[src/ddr_io_defs.vh]
// Constants for the double-rate I/O register path
`ifndef DDR_IO_DEFS_VH
`define DDR_IO_DEFS_VH
`define MODE_BYPASS 2'h0
`define MODE_SINGLE 2'h1
`define MODE_DDR 2'h2
`define DIR_INPUT 2'h0
`define DIR_OUTPUT 2'h1
`define DIR_BIDIR 2'h2
`define FIFO_WIDTH 2
`define FIFO_DEPTH 8
`define FIFO_AW 3
`define RST_LOW 1'h0
`endif

[src/io_fifo.v]
// Small synchronous FIFO with valid and ready on both sides
`timescale 1ns/1ps
module io_fifo #(
  parameter WIDTH = 2,
  parameter DEPTH = 8,
  parameter AW = 3
) (
  input wire clk,
  input wire rst_n,
  input wire [WIDTH-1:0] in_data,
  input wire in_valid,
  output wire in_ready,
  output wire [WIDTH-1:0] out_data,
  output wire out_valid,
  input wire out_ready
);
  reg [WIDTH-1:0] mem_q [0:DEPTH-1];
  reg [AW-1:0] wp_q;
  reg [AW-1:0] rp_q;
  reg [AW:0] cnt_q;
  wire push;
  wire pop;
  assign in_ready = (cnt_q != DEPTH[AW:0]);
  assign out_valid = (cnt_q != {(AW+1){1'b0}});
  assign out_data = mem_q[rp_q];
  assign push = in_valid && in_ready;
  assign pop = out_valid && out_ready;
  always @(posedge clk) begin
    if (push) begin
      mem_q[wp_q] <= in_data;
    end
  end
  always @(posedge clk) begin
    if (!rst_n) begin
      wp_q <= {AW{1'b0}};
      rp_q <= {AW{1'b0}};
      cnt_q <= {(AW+1){1'b0}};
    end else begin
      if (push) begin
        wp_q <= wp_q + 1'b1;
      end
      if (pop) begin
        rp_q <= rp_q + 1'b1;
      end
      if (push && !pop) begin
        cnt_q <= cnt_q + 1'b1;
      end else if (pop && !push) begin
        cnt_q <= cnt_q - 1'b1;
      end
    end
  end
endmodule // io_fifo

[src/ddr_io_register_path.v]
// Configurable pad register path: bypass, single register or double rate
// Functional notes
// - Preset forces registers high, DDR output only, not with power-up high
// - Power-up level follows power-up-high option in DDR mode without clear, preset or sync clear
// - Clock enables gate capture when exposed, DDR mode only
// - Optional inversion of outgoing DDR data, output-only direction
// - Clock inversion picks first-bit capture edge
// - Single register drives output enable
// - DDR enable delays drive half period
// - Hard or fabric capture behave identically
// - Single-ended input pad port when input used
// - Negative input pad for differential buffers
// - Output pad, plus negative when differential
// - Bidirectional pad drives and senses pin
// - Negative bidirectional pad when differential
// - Received data reaches logic via chosen mode
// - Bypass, single-register and DDR modes supported
// - Data two bits in DDR, else one
// - Async clear zero, preset one, sync clear zero
`timescale 1ns/1ps
`include "ddr_io_defs.vh"
module ddr_io_register_path #(
  parameter [1:0] DIRECTION = `DIR_BIDIR,
  parameter [1:0] REG_MODE = `MODE_DDR,
  parameter USE_ACLR = 0,
  parameter USE_ASET = 0,
  parameter USE_SCLR = 0,
  parameter POWER_UP_HIGH = 0,
  parameter USE_CLKEN = 1,
  parameter INVERT_DOUT = 0,
  parameter INVERT_INCLOCK = 0,
  parameter OE_SINGLE_REG = 0,
  parameter OE_DDR_REG = 1,
  parameter DIFFERENTIAL = 1,
  parameter HARD_INPUT_REG = 0
) (
  input wire I_REF_CLK,
  input wire I_RSTN,
  input wire I_PAD_IN,
  input wire I_PAD_IN_NEG,
  output reg O_PAD_OUT,
  output reg O_PAD_OUT_NEG,
  input wire I_PAD_IO,
  output reg O_PAD_IO,
  output reg O_PAD_IO_OE_N,
  input wire I_PAD_IO_NEG,
  output reg O_PAD_IO_NEG,
  output reg O_PAD_IO_NEG_OE_N,
  input wire [1:0] I_TX_DATA,
  input wire I_TX_VALID,
  output reg O_TX_READY,
  output reg [1:0] O_RX_DATA,
  input wire I_OUT_EN,
  input wire I_IN_CLKEN,
  input wire I_OUT_CLKEN,
  input wire I_ACLR,
  input wire I_ASET,
  input wire I_SCLR
);
  ////////////////////////////////////////////////////////////////////////////////
  // Configuration
  localparam DDR = (REG_MODE == `MODE_DDR);
  localparam HAS_IN = (DIRECTION != `DIR_OUTPUT);
  localparam HAS_OUT = (DIRECTION != `DIR_INPUT);
  localparam BIDIR = (DIRECTION == `DIR_BIDIR);
  localparam ASET_OK = USE_ASET && HAS_OUT && DDR && !POWER_UP_HIGH;
  localparam ACLR_OK = USE_ACLR && DDR;
  localparam SCLR_OK = USE_SCLR && DDR;
  localparam PU_HI = DDR && POWER_UP_HIGH && !USE_ACLR && !USE_ASET && !USE_SCLR;
  localparam CE_OK = USE_CLKEN && DDR;
  localparam OE_SR = OE_SINGLE_REG && !OE_DDR_REG && HAS_OUT && REG_MODE != `MODE_BYPASS;
  localparam OE_DR = OE_DDR_REG && !OE_SINGLE_REG && HAS_OUT && DDR;
  localparam INV = INVERT_DOUT && DIRECTION == `DIR_OUTPUT && DDR;
  localparam [1:0] PU = PU_HI ? 2'h3 : 2'h0;
  // Clear, preset and sync clear priority shared by the cap_q and dq_q registers
  function [1:0] ctl_next;
    input [1:0] cur;
    input [1:0] nxt;
    input en;
    input aclr;
    input aset;
    input sclr;
    begin
      if (ACLR_OK && aclr) ctl_next = 2'h0;
      else if (ASET_OK && aset) ctl_next = 2'h3;
      else if (SCLR_OK && sclr && en) ctl_next = 2'h0;
      else if (en) ctl_next = nxt;
      else ctl_next = cur;
    end
  endfunction
  ////////////////////////////////////////////////////////////////////////////////
  // Synchronisers for pad and asynchronous control inputs
  reg [4:0] s1_q;
  reg [4:0] s2_q;
  always @(posedge I_REF_CLK) begin
    if (!I_RSTN) begin
      s1_q <= 5'h00;
      s2_q <= 5'h00;
    end else begin
      s1_q <= {I_ASET, I_ACLR, I_PAD_IN_NEG, I_PAD_IO, I_PAD_IN};
      s2_q <= s1_q;
    end
  end
  wire aclr_s = s2_q[3];
  wire aset_s = s2_q[4];
  // Input level taken from the positive leg only: I_PAD_IO when bidirectional, else I_PAD_IN
  wire pin_raw = BIDIR ? s2_q[1] : s2_q[0];
  wire pin_lvl = (DIFFERENTIAL && !BIDIR) ? (s2_q[0] & ~s2_q[2]) | (s2_q[0] & s2_q[2] & pin_raw)
                                          : pin_raw;
  ////////////////////////////////////////////////////////////////////////////////
  // Half-rate phase: enable pulse marks high phase of the pad clock
  reg phase_q;
  always @(posedge I_REF_CLK) begin
    if (!I_RSTN) begin
      phase_q <= 1'b0;
    end else begin
      phase_q <= ~phase_q;
    end
  end
  wire first_slot = INVERT_INCLOCK ? phase_q : ~phase_q;
  ////////////////////////////////////////////////////////////////////////////////
  // Input path: same logic for hard and fabric placement
  reg [1:0] cap_q;
  reg [1:0] rx_d;
  wire in_en = CE_OK ? I_IN_CLKEN : 1'b1;
  always @(posedge I_REF_CLK) begin
    if (!I_RSTN) begin
      cap_q <= PU;
    end else if (DDR) begin
      cap_q <= ctl_next(cap_q, first_slot ? {cap_q[1], pin_lvl} : {pin_lvl, cap_q[0]},
                        in_en, aclr_s, aset_s, I_SCLR);
    end
  end
  always @* begin
    rx_d = 2'h0;
    if (HAS_IN) begin
      if (DDR) rx_d = cap_q;
      else rx_d = {1'b0, pin_lvl};
    end
  end
  always @(posedge I_REF_CLK) begin
    if (!I_RSTN) begin
      O_RX_DATA <= PU;
    end else if (!DDR || !first_slot) begin
      O_RX_DATA <= rx_d;
    end
  end
  ////////////////////////////////////////////////////////////////////////////////
  // Output data FIFO, one word drained per pad clock period in DDR mode, per reference clock otherwise
  wire [1:0] f_data;
  wire f_valid;
  wire f_in_ready;
  wire out_en = CE_OK ? I_OUT_CLKEN : 1'b1;
  wire slot_done = DDR ? phase_q : 1'b1;
  wire f_pop = HAS_OUT && out_en && slot_done;
  io_fifo #(
    .WIDTH(`FIFO_WIDTH),
    .DEPTH(`FIFO_DEPTH),
    .AW(`FIFO_AW)
  ) u_fifo (
    .clk(I_REF_CLK),
    .rst_n(I_RSTN),
    .in_data(I_TX_DATA),
    .in_valid(I_TX_VALID),
    .in_ready(f_in_ready),
    .out_data(f_data),
    .out_valid(f_valid),
    .out_ready(f_pop)
  );
  always @(posedge I_REF_CLK) begin
    if (!I_RSTN) begin
      O_TX_READY <= 1'b0;
    end else begin
      O_TX_READY <= f_in_ready;
    end
  end
  ////////////////////////////////////////////////////////////////////////////////
  // Output data and enable registers
  reg [1:0] dq_q;
  reg oe_q;
  reg oe_late_q;
  wire [1:0] word = INV ? ~f_data : f_data;
  always @(posedge I_REF_CLK) begin
    if (!I_RSTN) begin
      dq_q <= PU;
      oe_q <= 1'b0;
      oe_late_q <= 1'b0;
    end else begin
      if (f_pop && f_valid) begin
        dq_q <= ctl_next(dq_q, DDR ? word : {word[0], word[0]}, 1'b1, aclr_s, aset_s, I_SCLR);
      end else begin
        dq_q <= ctl_next(dq_q, dq_q, 1'b0, aclr_s, aset_s, I_SCLR);
      end
      if (out_en) begin
        oe_q <= I_OUT_EN;
      end
      oe_late_q <= oe_q;
    end
  end
  // First bit (dq_q[1]) in low phase, second (dq_q[0]) in high phase
  wire bit_now = DDR ? (phase_q ? dq_q[0] : dq_q[1]) : dq_q[0];
  wire d_now = (REG_MODE == `MODE_BYPASS) ? I_TX_DATA[0] : bit_now;
  wire oe_raw = (DIRECTION == `DIR_OUTPUT) ? 1'b1 : I_OUT_EN;
  wire oe_now = OE_DR ? (oe_q & oe_late_q) : (OE_SR ? oe_q : oe_raw);
  always @(posedge I_REF_CLK) begin
    if (!I_RSTN) begin
      O_PAD_OUT <= `RST_LOW;
      O_PAD_OUT_NEG <= `RST_LOW;
      O_PAD_IO <= `RST_LOW;
      O_PAD_IO_OE_N <= 1'b1;
      O_PAD_IO_NEG <= `RST_LOW;
      O_PAD_IO_NEG_OE_N <= 1'b1;
    end else begin
      O_PAD_OUT <= (HAS_OUT && !BIDIR) ? d_now : 1'b0;
      O_PAD_OUT_NEG <= (HAS_OUT && !BIDIR && DIFFERENTIAL) ? ~d_now : 1'b0;
      O_PAD_IO <= BIDIR ? d_now : 1'b0;
      O_PAD_IO_OE_N <= BIDIR ? ~oe_now : 1'b1;
      O_PAD_IO_NEG <= (BIDIR && DIFFERENTIAL) ? ~d_now : 1'b0;
      O_PAD_IO_NEG_OE_N <= (BIDIR && DIFFERENTIAL) ? ~oe_now : 1'b1;
    end
  end
endmodule // ddr_io_register_path

[config.mk]
export PLATFORM = sky130hd
export DESIGN_NAME = ddr_io_register_path
export DESIGN_NICKNAME = d
export VERILOG_FILES = /design/src/io_fifo.v /design/src/ddr_io_register_path.v
export VERILOG_INCLUDE_DIRS = /design/src /design/src/src
export SDC_FILE = /design/constraint.sdc
export NUM_CORES = 1
export LEC_CHECK = 0
export ABC_AREA = 1
export BUFFER_PORTS_ARGS = -buffer_cell sky130_fd_sc_hd__buf_2
export CAP_MARGIN = 20
export CORE_ASPECT_RATIO = 0.6
export CORE_MARGIN = 5
export CORE_UTILIZATION = 25
export CTS_BUF_LIST = sky130_fd_sc_hd__clkbuf_16
export DETAILED_ROUTE_END_ITERATION = 7
export GPL_TIMING_DRIVEN = 1
export HOLD_SLACK_MARGIN = 0.06
export SYNTH_ARGS = -nofsm -noshare
export SYNTH_HDL_FRONTEND = slang
export SYNTH_HIERARCHICAL = 1
export SYNTH_SLANG_ARGS = --single-unit
[constraint.sdc]
create_clock -name I_REF_CLK -period 3 [get_ports I_REF_CLK]
set_input_delay 0.75 -clock I_REF_CLK [delete_from_list [all_inputs] [get_ports I_REF_CLK]]
set_output_delay 0.75 -clock I_REF_CLK [all_outputs]
set_load 0.05 [all_outputs]
# Word-level counts from Yosys, hierarchy flattened
# Memories as Yosys holds them, arrays and structs flattened. A register that Yosys moved wholly into a read port is not among the register bits.
# Cells that the tools add are included.
[word_totals] ramBits=16 memories=1 regBits=25 out_inout_bits=9
[mem_list] name="u_fifo.mem_q" words=8 width=2 read_ports=1 rd_clocked_by_memory_dff=1 wr=1 line="io_fifo.v:17" text="reg [WIDTH-1:0] mem_q [0:DEPTH-1];"
[op_classes] n_bitwise=4 muxes=5 reduce_logical=12 addsub=4 eq_ne=1
[op_table] op="2-to-1 mux 4 bit" count=2
[op_table] op="adder 3 x 1 -> 3 bit, second input constant" count=2
[op_table] op="logical AND 1 bit" count=5
[op_table] op="adder 4 x 1 -> 4 bit, second input constant" count=1
[op_table] op="!= test 4 bit, second input constant" count=1
[op_table] op="AND reduction 2 bit" count=2
[op_table] op="nonzero test 4 bit" count=1
[op_table] op="subtractor 4 x 1 -> 4 bit, second input constant" count=1
[op_table] op="logical NOT 1 bit" count=3
[op_table] op="2-to-1 mux 1 bit" count=3
[op_table] op="inverter 1 bit" count=3
[op_table] op="nonzero test 2 bit" count=1
[op_table] op="bitwise AND 1 bit" count=1

# Logic depth before layout (Yosys ltp)
# Gate-level depths: netlist (run 1).
[depth] ltp_word=6 mapped_depth=13 ltp_nobuf=13

# By module
# Netlist (run 1), hierarchy kept.
[by_module_without_submodules] mod="io_fifo" seq_area_each_um2=740.7 n_inst=1 area_per_inst_um2=1318.8 cells_per_inst=140
[by_module_without_submodules] mod="ddr_io_register_path" seq_area_each_um2=300.3 n_inst=1 area_per_inst_um2=553.0 cells_per_inst=67

# Least setup slack after synthesis (run 1)
# OpenSTA, ideal clock, no wires.
[synth_timing] path_type="input to register" from="in I_OUT_CLKEN" to="reg u_fifo.cnt_q[3]" cell_stages=12 arrival_time_ps=1938 t_required_ps=2891 slack_ps=953 setup_time_ps=109 path_cell_list="nand2_1 inv_1 nand2_4 ha_1 inv_1 ha_1 a21oi_1 nand2_1 nand2_1 nand3_1 nand2_1 inv_1"
[synth_via] elab_chain_len=5 elab_cells_between_ends=7
[synth_lines] item="from (decl)" line="ddr_io_register_path.v:55" text="input wire I_OUT_CLKEN,"
[synth_lines] item="logical AND 1 bit *" line="ddr_io_register_path.v:155" text="wire f_pop = HAS_OUT && out_en && slot_done;"
[synth_lines] item="via f_pop" line="ddr_io_register_path.v:155"
[synth_lines] item="logical AND 1 bit *" line="io_fifo.v:27" text="assign pop = out_valid && out_ready;"
[synth_lines] item="logical NOT 1 bit" line="io_fifo.v:45" text="if (push && !pop) begin"
[synth_lines] item="logical AND 1 bit" line="io_fifo.v:45"
[synth_lines] item="2-to-1 mux 4 bit / nonzero test 2 bit (equally long branches)"
[synth_lines] item="to (signal assigned)" line="io_fifo.v:37" text="cnt_q <= {(AW+1){1'b0}};"
[synth_lines] item="to (signal assigned)" line="io_fifo.v:46" text="cnt_q <= cnt_q + 1'b1;"
[synth_lines] item="to (signal assigned)" line="io_fifo.v:48" text="cnt_q <= cnt_q - 1'b1;"
[synth_lines] item="to (decl)" line="io_fifo.v:20" text="reg [AW:0] cnt_q;"
# The timed path passes the listed nets; every way through them passes the cells marked *.
# A chain may end at the register's enable or synchronous reset.

# Final worst setup path (run 1)
[layout_timing] from="reg phase_q" to="reg u_fifo.cnt_q[3]"
[layout_via] elab_chain_len=5 elab_cells_between_ends=7
[layout_lines] item="from (decl)" line="ddr_io_register_path.v:112" text="reg phase_q;"
[layout_lines] item="from (signal assigned)" line="ddr_io_register_path.v:117" text="phase_q <= ~phase_q;"
[layout_lines] item="logical AND 1 bit *" line="ddr_io_register_path.v:155"
[layout_lines] item="via f_pop" line="ddr_io_register_path.v:155"
[layout_lines] item="logical AND 1 bit *" line="io_fifo.v:27"
[layout_lines] item="logical NOT 1 bit" line="io_fifo.v:45"
[layout_lines] item="logical AND 1 bit" line="io_fifo.v:45"
[layout_lines] item="2-to-1 mux 4 bit / nonzero test 2 bit (equally long branches)"
# Marked as above.

==> impl_metrics.ini, run 1 <==
[run_status]
status = completed

[yosys]
synth_compound_area_share_pct = 8.155
synthAdderAreaFrac_pct = 4.412
synthArstFlopShare_pct = 0
synth_seq_cells = 44
synth_cell_type_count = 25
synth_top_family_by_area = simple AND/OR/NAND/NOR gates
avgSynthCellArea_um2 = 9.042
synth-edff-count = 16
synthSimpleGateAreaFrac_pct = 22.13
yosysWarnings = 6
synth_mux_area_share_pct = 0
ys.flop_type = dfxtp_1
synth_xor_area_share_pct = 1.872
synth_area_mm2 = 0.001872
yosysSeqAreaShare_pct = 55.61
postSynthCellCount = 207

[floorplan]
coreArea_mm2 = 0.007267
die_area_mm2 = 0.009374
rows = 24
num_io_pins = 24
start_util_pct = 25.76
die_h_um = 77.03
die_w_um = 121.7

[cells_and_area]
regArea_mm2 = 0.001041
multiInputGateArea_um2 = 691.9
fill_cells = 791
post-route-util_pct = 29.91
nets = 245
finalNonFillerCells = 329
n_antenna_cell = 0
stdcell_area_mm2 = 0.002173
drive_gt1_share_pct = 16.44
area_delta_synth_final_pct = 16.11

[timing]
tns_ns = 0
final_hold_viol_count = 0
fin_crit_ns = 2.067
whs_ns = 0.3735
drv_slew = 0
setup_ws_ns = 0.9332
fmax_mhz = 483.8
min_period_over_period_pct = 68.89
skew_ns = 0.004538
setup_viol = 0
rsz0062_at_grt = false

[worst_setup_path]
max_stage_delay_ns = 0.58
crit_family = flip-flops
critPathRequiredTime_ns = 3.18
crit_type = reg2reg
startpoint_type = register
crit_top_cell = nand2_1
crit_path_end_kind = register
cpMaxStageDelayCell = dfxtp_1
crit_end = u_fifo/cnt_q[3]
path_max_fanout = 10
r2r_end = u_fifo/cnt_q[3]
cp.depth = 12
worst-r2r-cell-count = 12
path_cells = nand2_1 -> inv_1 -> nand2_4 -> ha_1 -> inv_1 -> ha_1 -> a21oi_1 -> nand2_1 -> nand2_1 -> nand3_1 -> nand2_1 -> inv_1
crit_start = phase_q
reg2reg_from = phase_q
cp_num_buf_inv = 3
crit_arrival_ns = 2.25
rrSetupSlack_ns = 0.93

[place]
pre_cts_ws_ns = 0.6406
placed_area_mm2 = 0.002034
portBuffers = 15
gp_congestion = 0.7733
dp_hpwl_mm = 2.356
placed_cells = 321

[power]
finalPower_mw = 1.659
switching_share_pct = 31.77
vdd_drop_max_v = 0.0002682
switchingPower_mw = 0.5269
power_density_mw_per_mm2 = 763.1
pwr-share-seq_pct = 45.3
leakage_nw = 0.9587
p_comb_share_pct = 24.3
p_clk_share_pct = 30.4
p_int_mw = 1.132

[clocking]
cts_max_path_buffers = 2
htree_num_levels = 2
cts_root_buffer = clkbuf_16
cts-buffers-inserted = 5
numClockSinks = 44
cts_setup_buffers = 0
tritoncts = yes
cts_hold_buf = 0
clk_latency_ns = 0.28
cts_resized = 0
path_clk_slew_ns = 0.06

[grt]
grt_max_degree = 18
grt_pass1_wl_mm = 5.340
grt.total_usage_pct = 7.374
antenna_found_initial = 0
grt_pass1_vias = 1187
overflow = 0

[detailed_routing]
firstDrtPassIters = 4
viasPerCell = 3.851
wirelength_mm = 3.098
wl_per_cell_um = 9.416
ant_nets = 0
drc = 0
vias = 1267
drt-initial-drc-count = 38

[hold_path]
hold_depth = 1
worstHoldPathType = reg2reg

[job]
cap_violations = 0
-- worst min path at each step --
stage,start,endpoint,slack (ns)
finish,oe_late_q,O_PAD_IO_OE_N,0.37
global route,oe_late_q,O_PAD_IO_OE_N,0.40
CTS,oe_late_q,O_PAD_IO_OE_N,0.38
detailed placement,oe_late_q,O_PAD_IO_OE_N,0.37
global placement,oe_late_q,O_PAD_IO_OE_N,0.35
floorplan,oe_late_q,O_PAD_IO_OE_N,0.35
-- per-layer routing --
| metal | vias to the layer above | GRT usage (%) | wire length, um |
|---|---|---|---|
| met3 | 6 | 2.500 | 137 |
| met1 | 553 | 9.683 | 1595 |
| met4 | 0 | 4.698 | 61 |
| met2 | 21 | 10.25 | 1303 |
| met5 | - | 0 | 0 |
| li1 | 687 | - | - |
-- power groups by stage --
stage | clock network [mW] | logic (mW) | registers, mW
after floorplan | 0 | 0.313 | 0.773
after global placement | 0 | 0.401 | 0.763
after detailed placement | 0 | 0.408 | 0.764
after CTS | 0.522 | 0.409 | 0.752
after global routing | 0.559 | 0.471 | 0.760
final | 0.504 | 0.403 | 0.752
-- worst reg2reg max path: stages, from the launching register on --
cell and delay [ns]:
dfxtp_1 0.58, nand2_1 0.09, inv_1 0.12, nand2_4 0.09
ha_1 0.20, inv_1 0.13, ha_1 0.28, a21oi_1 0.20
nand2_1 0.08, nand2_1 0.06, nand3_1 0.06, nand2_1 0.05
inv_1 0.03
-- Yosys cell counts, types with 4 or more instances --
cell	instances	share of area, %
o21ai_0	19	5.1
a21oi_1	8	2.1
dfxtp_1	28	30
inv_1	22	4.4
nand2_1	34	6.8
buf_4	4	1.6
nand3_1	7	1.9
ha_1	5	3.3
edfxtp_1	16	26
nor2_1	40	8.0
xor2_1	4	1.9
-- flip-flops by register name, indices dropped and copies added, names as in the netlist, 2 cells and up, named ones only --
register,count
cap_q,2
u_fifo/wp_q,3
u_fifo/cnt_q,4
u_fifo/mem_q,16
u_fifo/rp_q,3
O_RX_DATA,2
dq_q,2
-- cell usage in the layout, fill, tap and decap left out, types with 2 or more instances in the layout --
cell and count:
nor2_1 40, nand2_1 34, dfxtp_1 28, inv_1 22, o21ai_0 19, edfxtp_1 16
buf_2 15, a21oi_1 8, nand3_1 7, clkbuf_16 5, ha_1 5, xor2_1 4
nand3_2 3, nand2_2 3, inv_2 2, conb_1 2, clkinv_2 2, nand2_4 2
-- layout make-up --
class / instances / share of cell area (%)
timing repair buffer: 15 / 3.454
clock inverter: 3 / 0.6333
inverter: 25 / 4.433
sequential: 44 / 47.90
tap: 104 / 5.987
multi-input combinational: 133 / 31.84
clock buffer: 5 / 5.757
-- cell families after synthesis --
kind of cell               count (synthesis)
buffers and inverters                     31
and+or+nand+nor                           92
xor gates and xnor gates                   4
AOI/OAI and AO/OA                         29
adders and majority gates                  6
DFF                                       44
other                                      1
(Power assumes the default switching activity.)
==> run 2, diff against run 1 <==
Clock period 3 ns to 1.9 ns, I/O delays scaled along.
==> run 2 against run 1 <==
Effect of this change: clock skew is 0.00088 ns lower; non-clock buffer count is 12 higher; clock power is 84% higher; power is 79% higher; final area is 6.8% higher; maximum frequency is 17% higher; count of clock-buffer cells in the layout is 1 higher; die area stayed put; cell count is 3.6% higher; critical path type unchanged; setup slack worse by 0.80 ns; sequential share of layout area is 2.9 points lower; highest routed layer unchanged; combinational power is 110% higher.
==> impl_metrics.ini, run 2 (same netlist as run 1, synthesis figures left out) <==
[run_status]
status = completed

[clocking]
cts_max_path_buffers = 2
tritoncts = yes
cts-buffers-inserted = 5
cts_hold_buf = 0
cts_root_buffer = clkbuf_16
numClockSinks = 44
path_clk_slew_ns = 0.06
clk_latency_ns = 0.28
htree_num_levels = 2

[detailed_routing]
drt-initial-drc-count = 46
firstDrtPassIters = 4
vias = 1346
wl_per_cell_um = 10.01
viasPerCell = 3.947
drc = 0
wirelength_mm = 3.414
ant_nets = 0

[power]
pwr-share-seq_pct = 40.0
finalPower_mw = 2.961
leakage_nw = 1.028
switchingPower_mw = 0.9416
power_density_mw_per_mm2 = 1276
p_int_mw = 2.019
p_comb_share_pct = 28.7
p_clk_share_pct = 31.3
vdd_drop_max_v = 0.0004352
switching_share_pct = 31.80

[cells_and_area]
largest-register = u_fifo/mem_q
post-route-util_pct = 31.94
regArea_mm2 = 0.001044
final_common_cell = nor2_1
finalNonFillerCells = 341
n_antenna_cell = 0
multiInputGateArea_um2 = 720.7
reg_top3 = u_fifo/mem_q: 16 flops, u_fifo/cnt_q: 4 flops
nets = 257
fill_cells = 771
final_cell_mix = 40 x nor2_1, 34 x nand2_1, 26 x dfxtp_1, 20 x inv_1, 19 x o21ai_0
area_delta_synth_final_pct = 24.00
drive_gt1_share_pct = 24.47
largest_reg_flops = 16
stdcell_area_mm2 = 0.002321

[place]
placed_area_mm2 = 0.002117
portBuffers = 15
dp_hpwl_mm = 2.464
gp_congestion = 0.8011
placed_cells = 332
pre_cts_ws_ns = -0.06167

[timing]
final_hold_viol_count = 0
drv_slew = 0
fin_crit_ns = 1.763
setup_ws_ns = 0.1365
setup_viol = 0
tns_ns = 0
skew_ns = 0.003660
min_period_over_period_pct = 92.81
whs_ns = 0.3665
fmax_mhz = 567.1

[floorplan]
die_area_mm2 = 0.009374
num_io_pins = 24
die_w_um = 121.7
start_util_pct = 25.76
rows = 24
die_h_um = 77.03
coreArea_mm2 = 0.007267

[hold_path]
worstHoldPathType = in2reg

[grt]
grt_pass1_wl_mm = 5.630
busiest_layer = met1
use_met2_pct = 10.41
overflow = 0
use_met3_pct = 1.912
antenna_found_initial = 0
met1_usage_pct = 10.55
grt_pass1_vias = 1246
grt_max_degree = 18
grt.total_usage_pct = 7.587

[worst_setup_path]
path_max_fanout = 3
startpoint_type = register
critPathRequiredTime_ns = 2.09
crit_type = reg2reg
crit_arrival_ns = 1.95
crit_path_end_kind = register

[job]
cap_violations = 0
run 2: cell count changes in the layout (fill, tap and decap cells not counted), sizes merged:
cell    delta
buf       +12
inv        +2
clkinv     -3
clkbuf     +1
run 2: per-layer routing:
metal / up-vias / routed length (um)
met3: 4 / 68
met5: - / 0
li1: 714 / -
met1: 610 / 1744
met2: 18 / 1523
met4: 0 / 78
run 2: layout make-up:
type,count,share of cell area (%)
flip-flops and latches,44,44.96
clock inverters,2,0.6469
well taps,104,5.606
clock buffers,6,6.469
inverters,25,4.151
repair buffers,27,7.116
multi-input cells,133,31.05
run 2: repair_timing:
item                       4_1_cts  5_1_grt
buffers inserted                 0        1
resized for setup                0        9
setup endpoints to repair        0        2
run 2: worst paths after layout:
kind              startpoint               to  slack [ns]  cells past startpoint
min                 I_PAD_IO          s1_q[1]        0.37                      3
max          u_fifo/cnt_q[1]  u_fifo/cnt_q[3]        0.14                     13
max reg2reg  u_fifo/cnt_q[1]  u_fifo/cnt_q[3]        0.14                     13
min reg2reg        oe_late_q    O_PAD_IO_OE_N        0.38                      1
run 2: worst max-delay path, cell delays in order (launching register included):
cell and delay, ns:
dfxtp_2 0.33, nor2_4 0.14, nand3_2 0.12, nand2_4 0.08
ha_2 0.18, inv_2 0.06, buf_4 0.13, ha_1 0.27
nand3_2 0.08, nand2_1 0.06, nand2_1 0.06, nand3_1 0.06
nand2_1 0.06, inv_1 0.03
run 2: power groups by stage:
stage                     Sequential, mW  Clock, mW  Combinational (mW)
after global placement              1.18          0               0.757
after floorplan                     1.22          0               0.494
after global routing                1.20      0.991               0.960
after CTS                           1.16      0.954               0.775
final                               1.18      0.927               0.850
after detailed placement            1.18          0               0.768
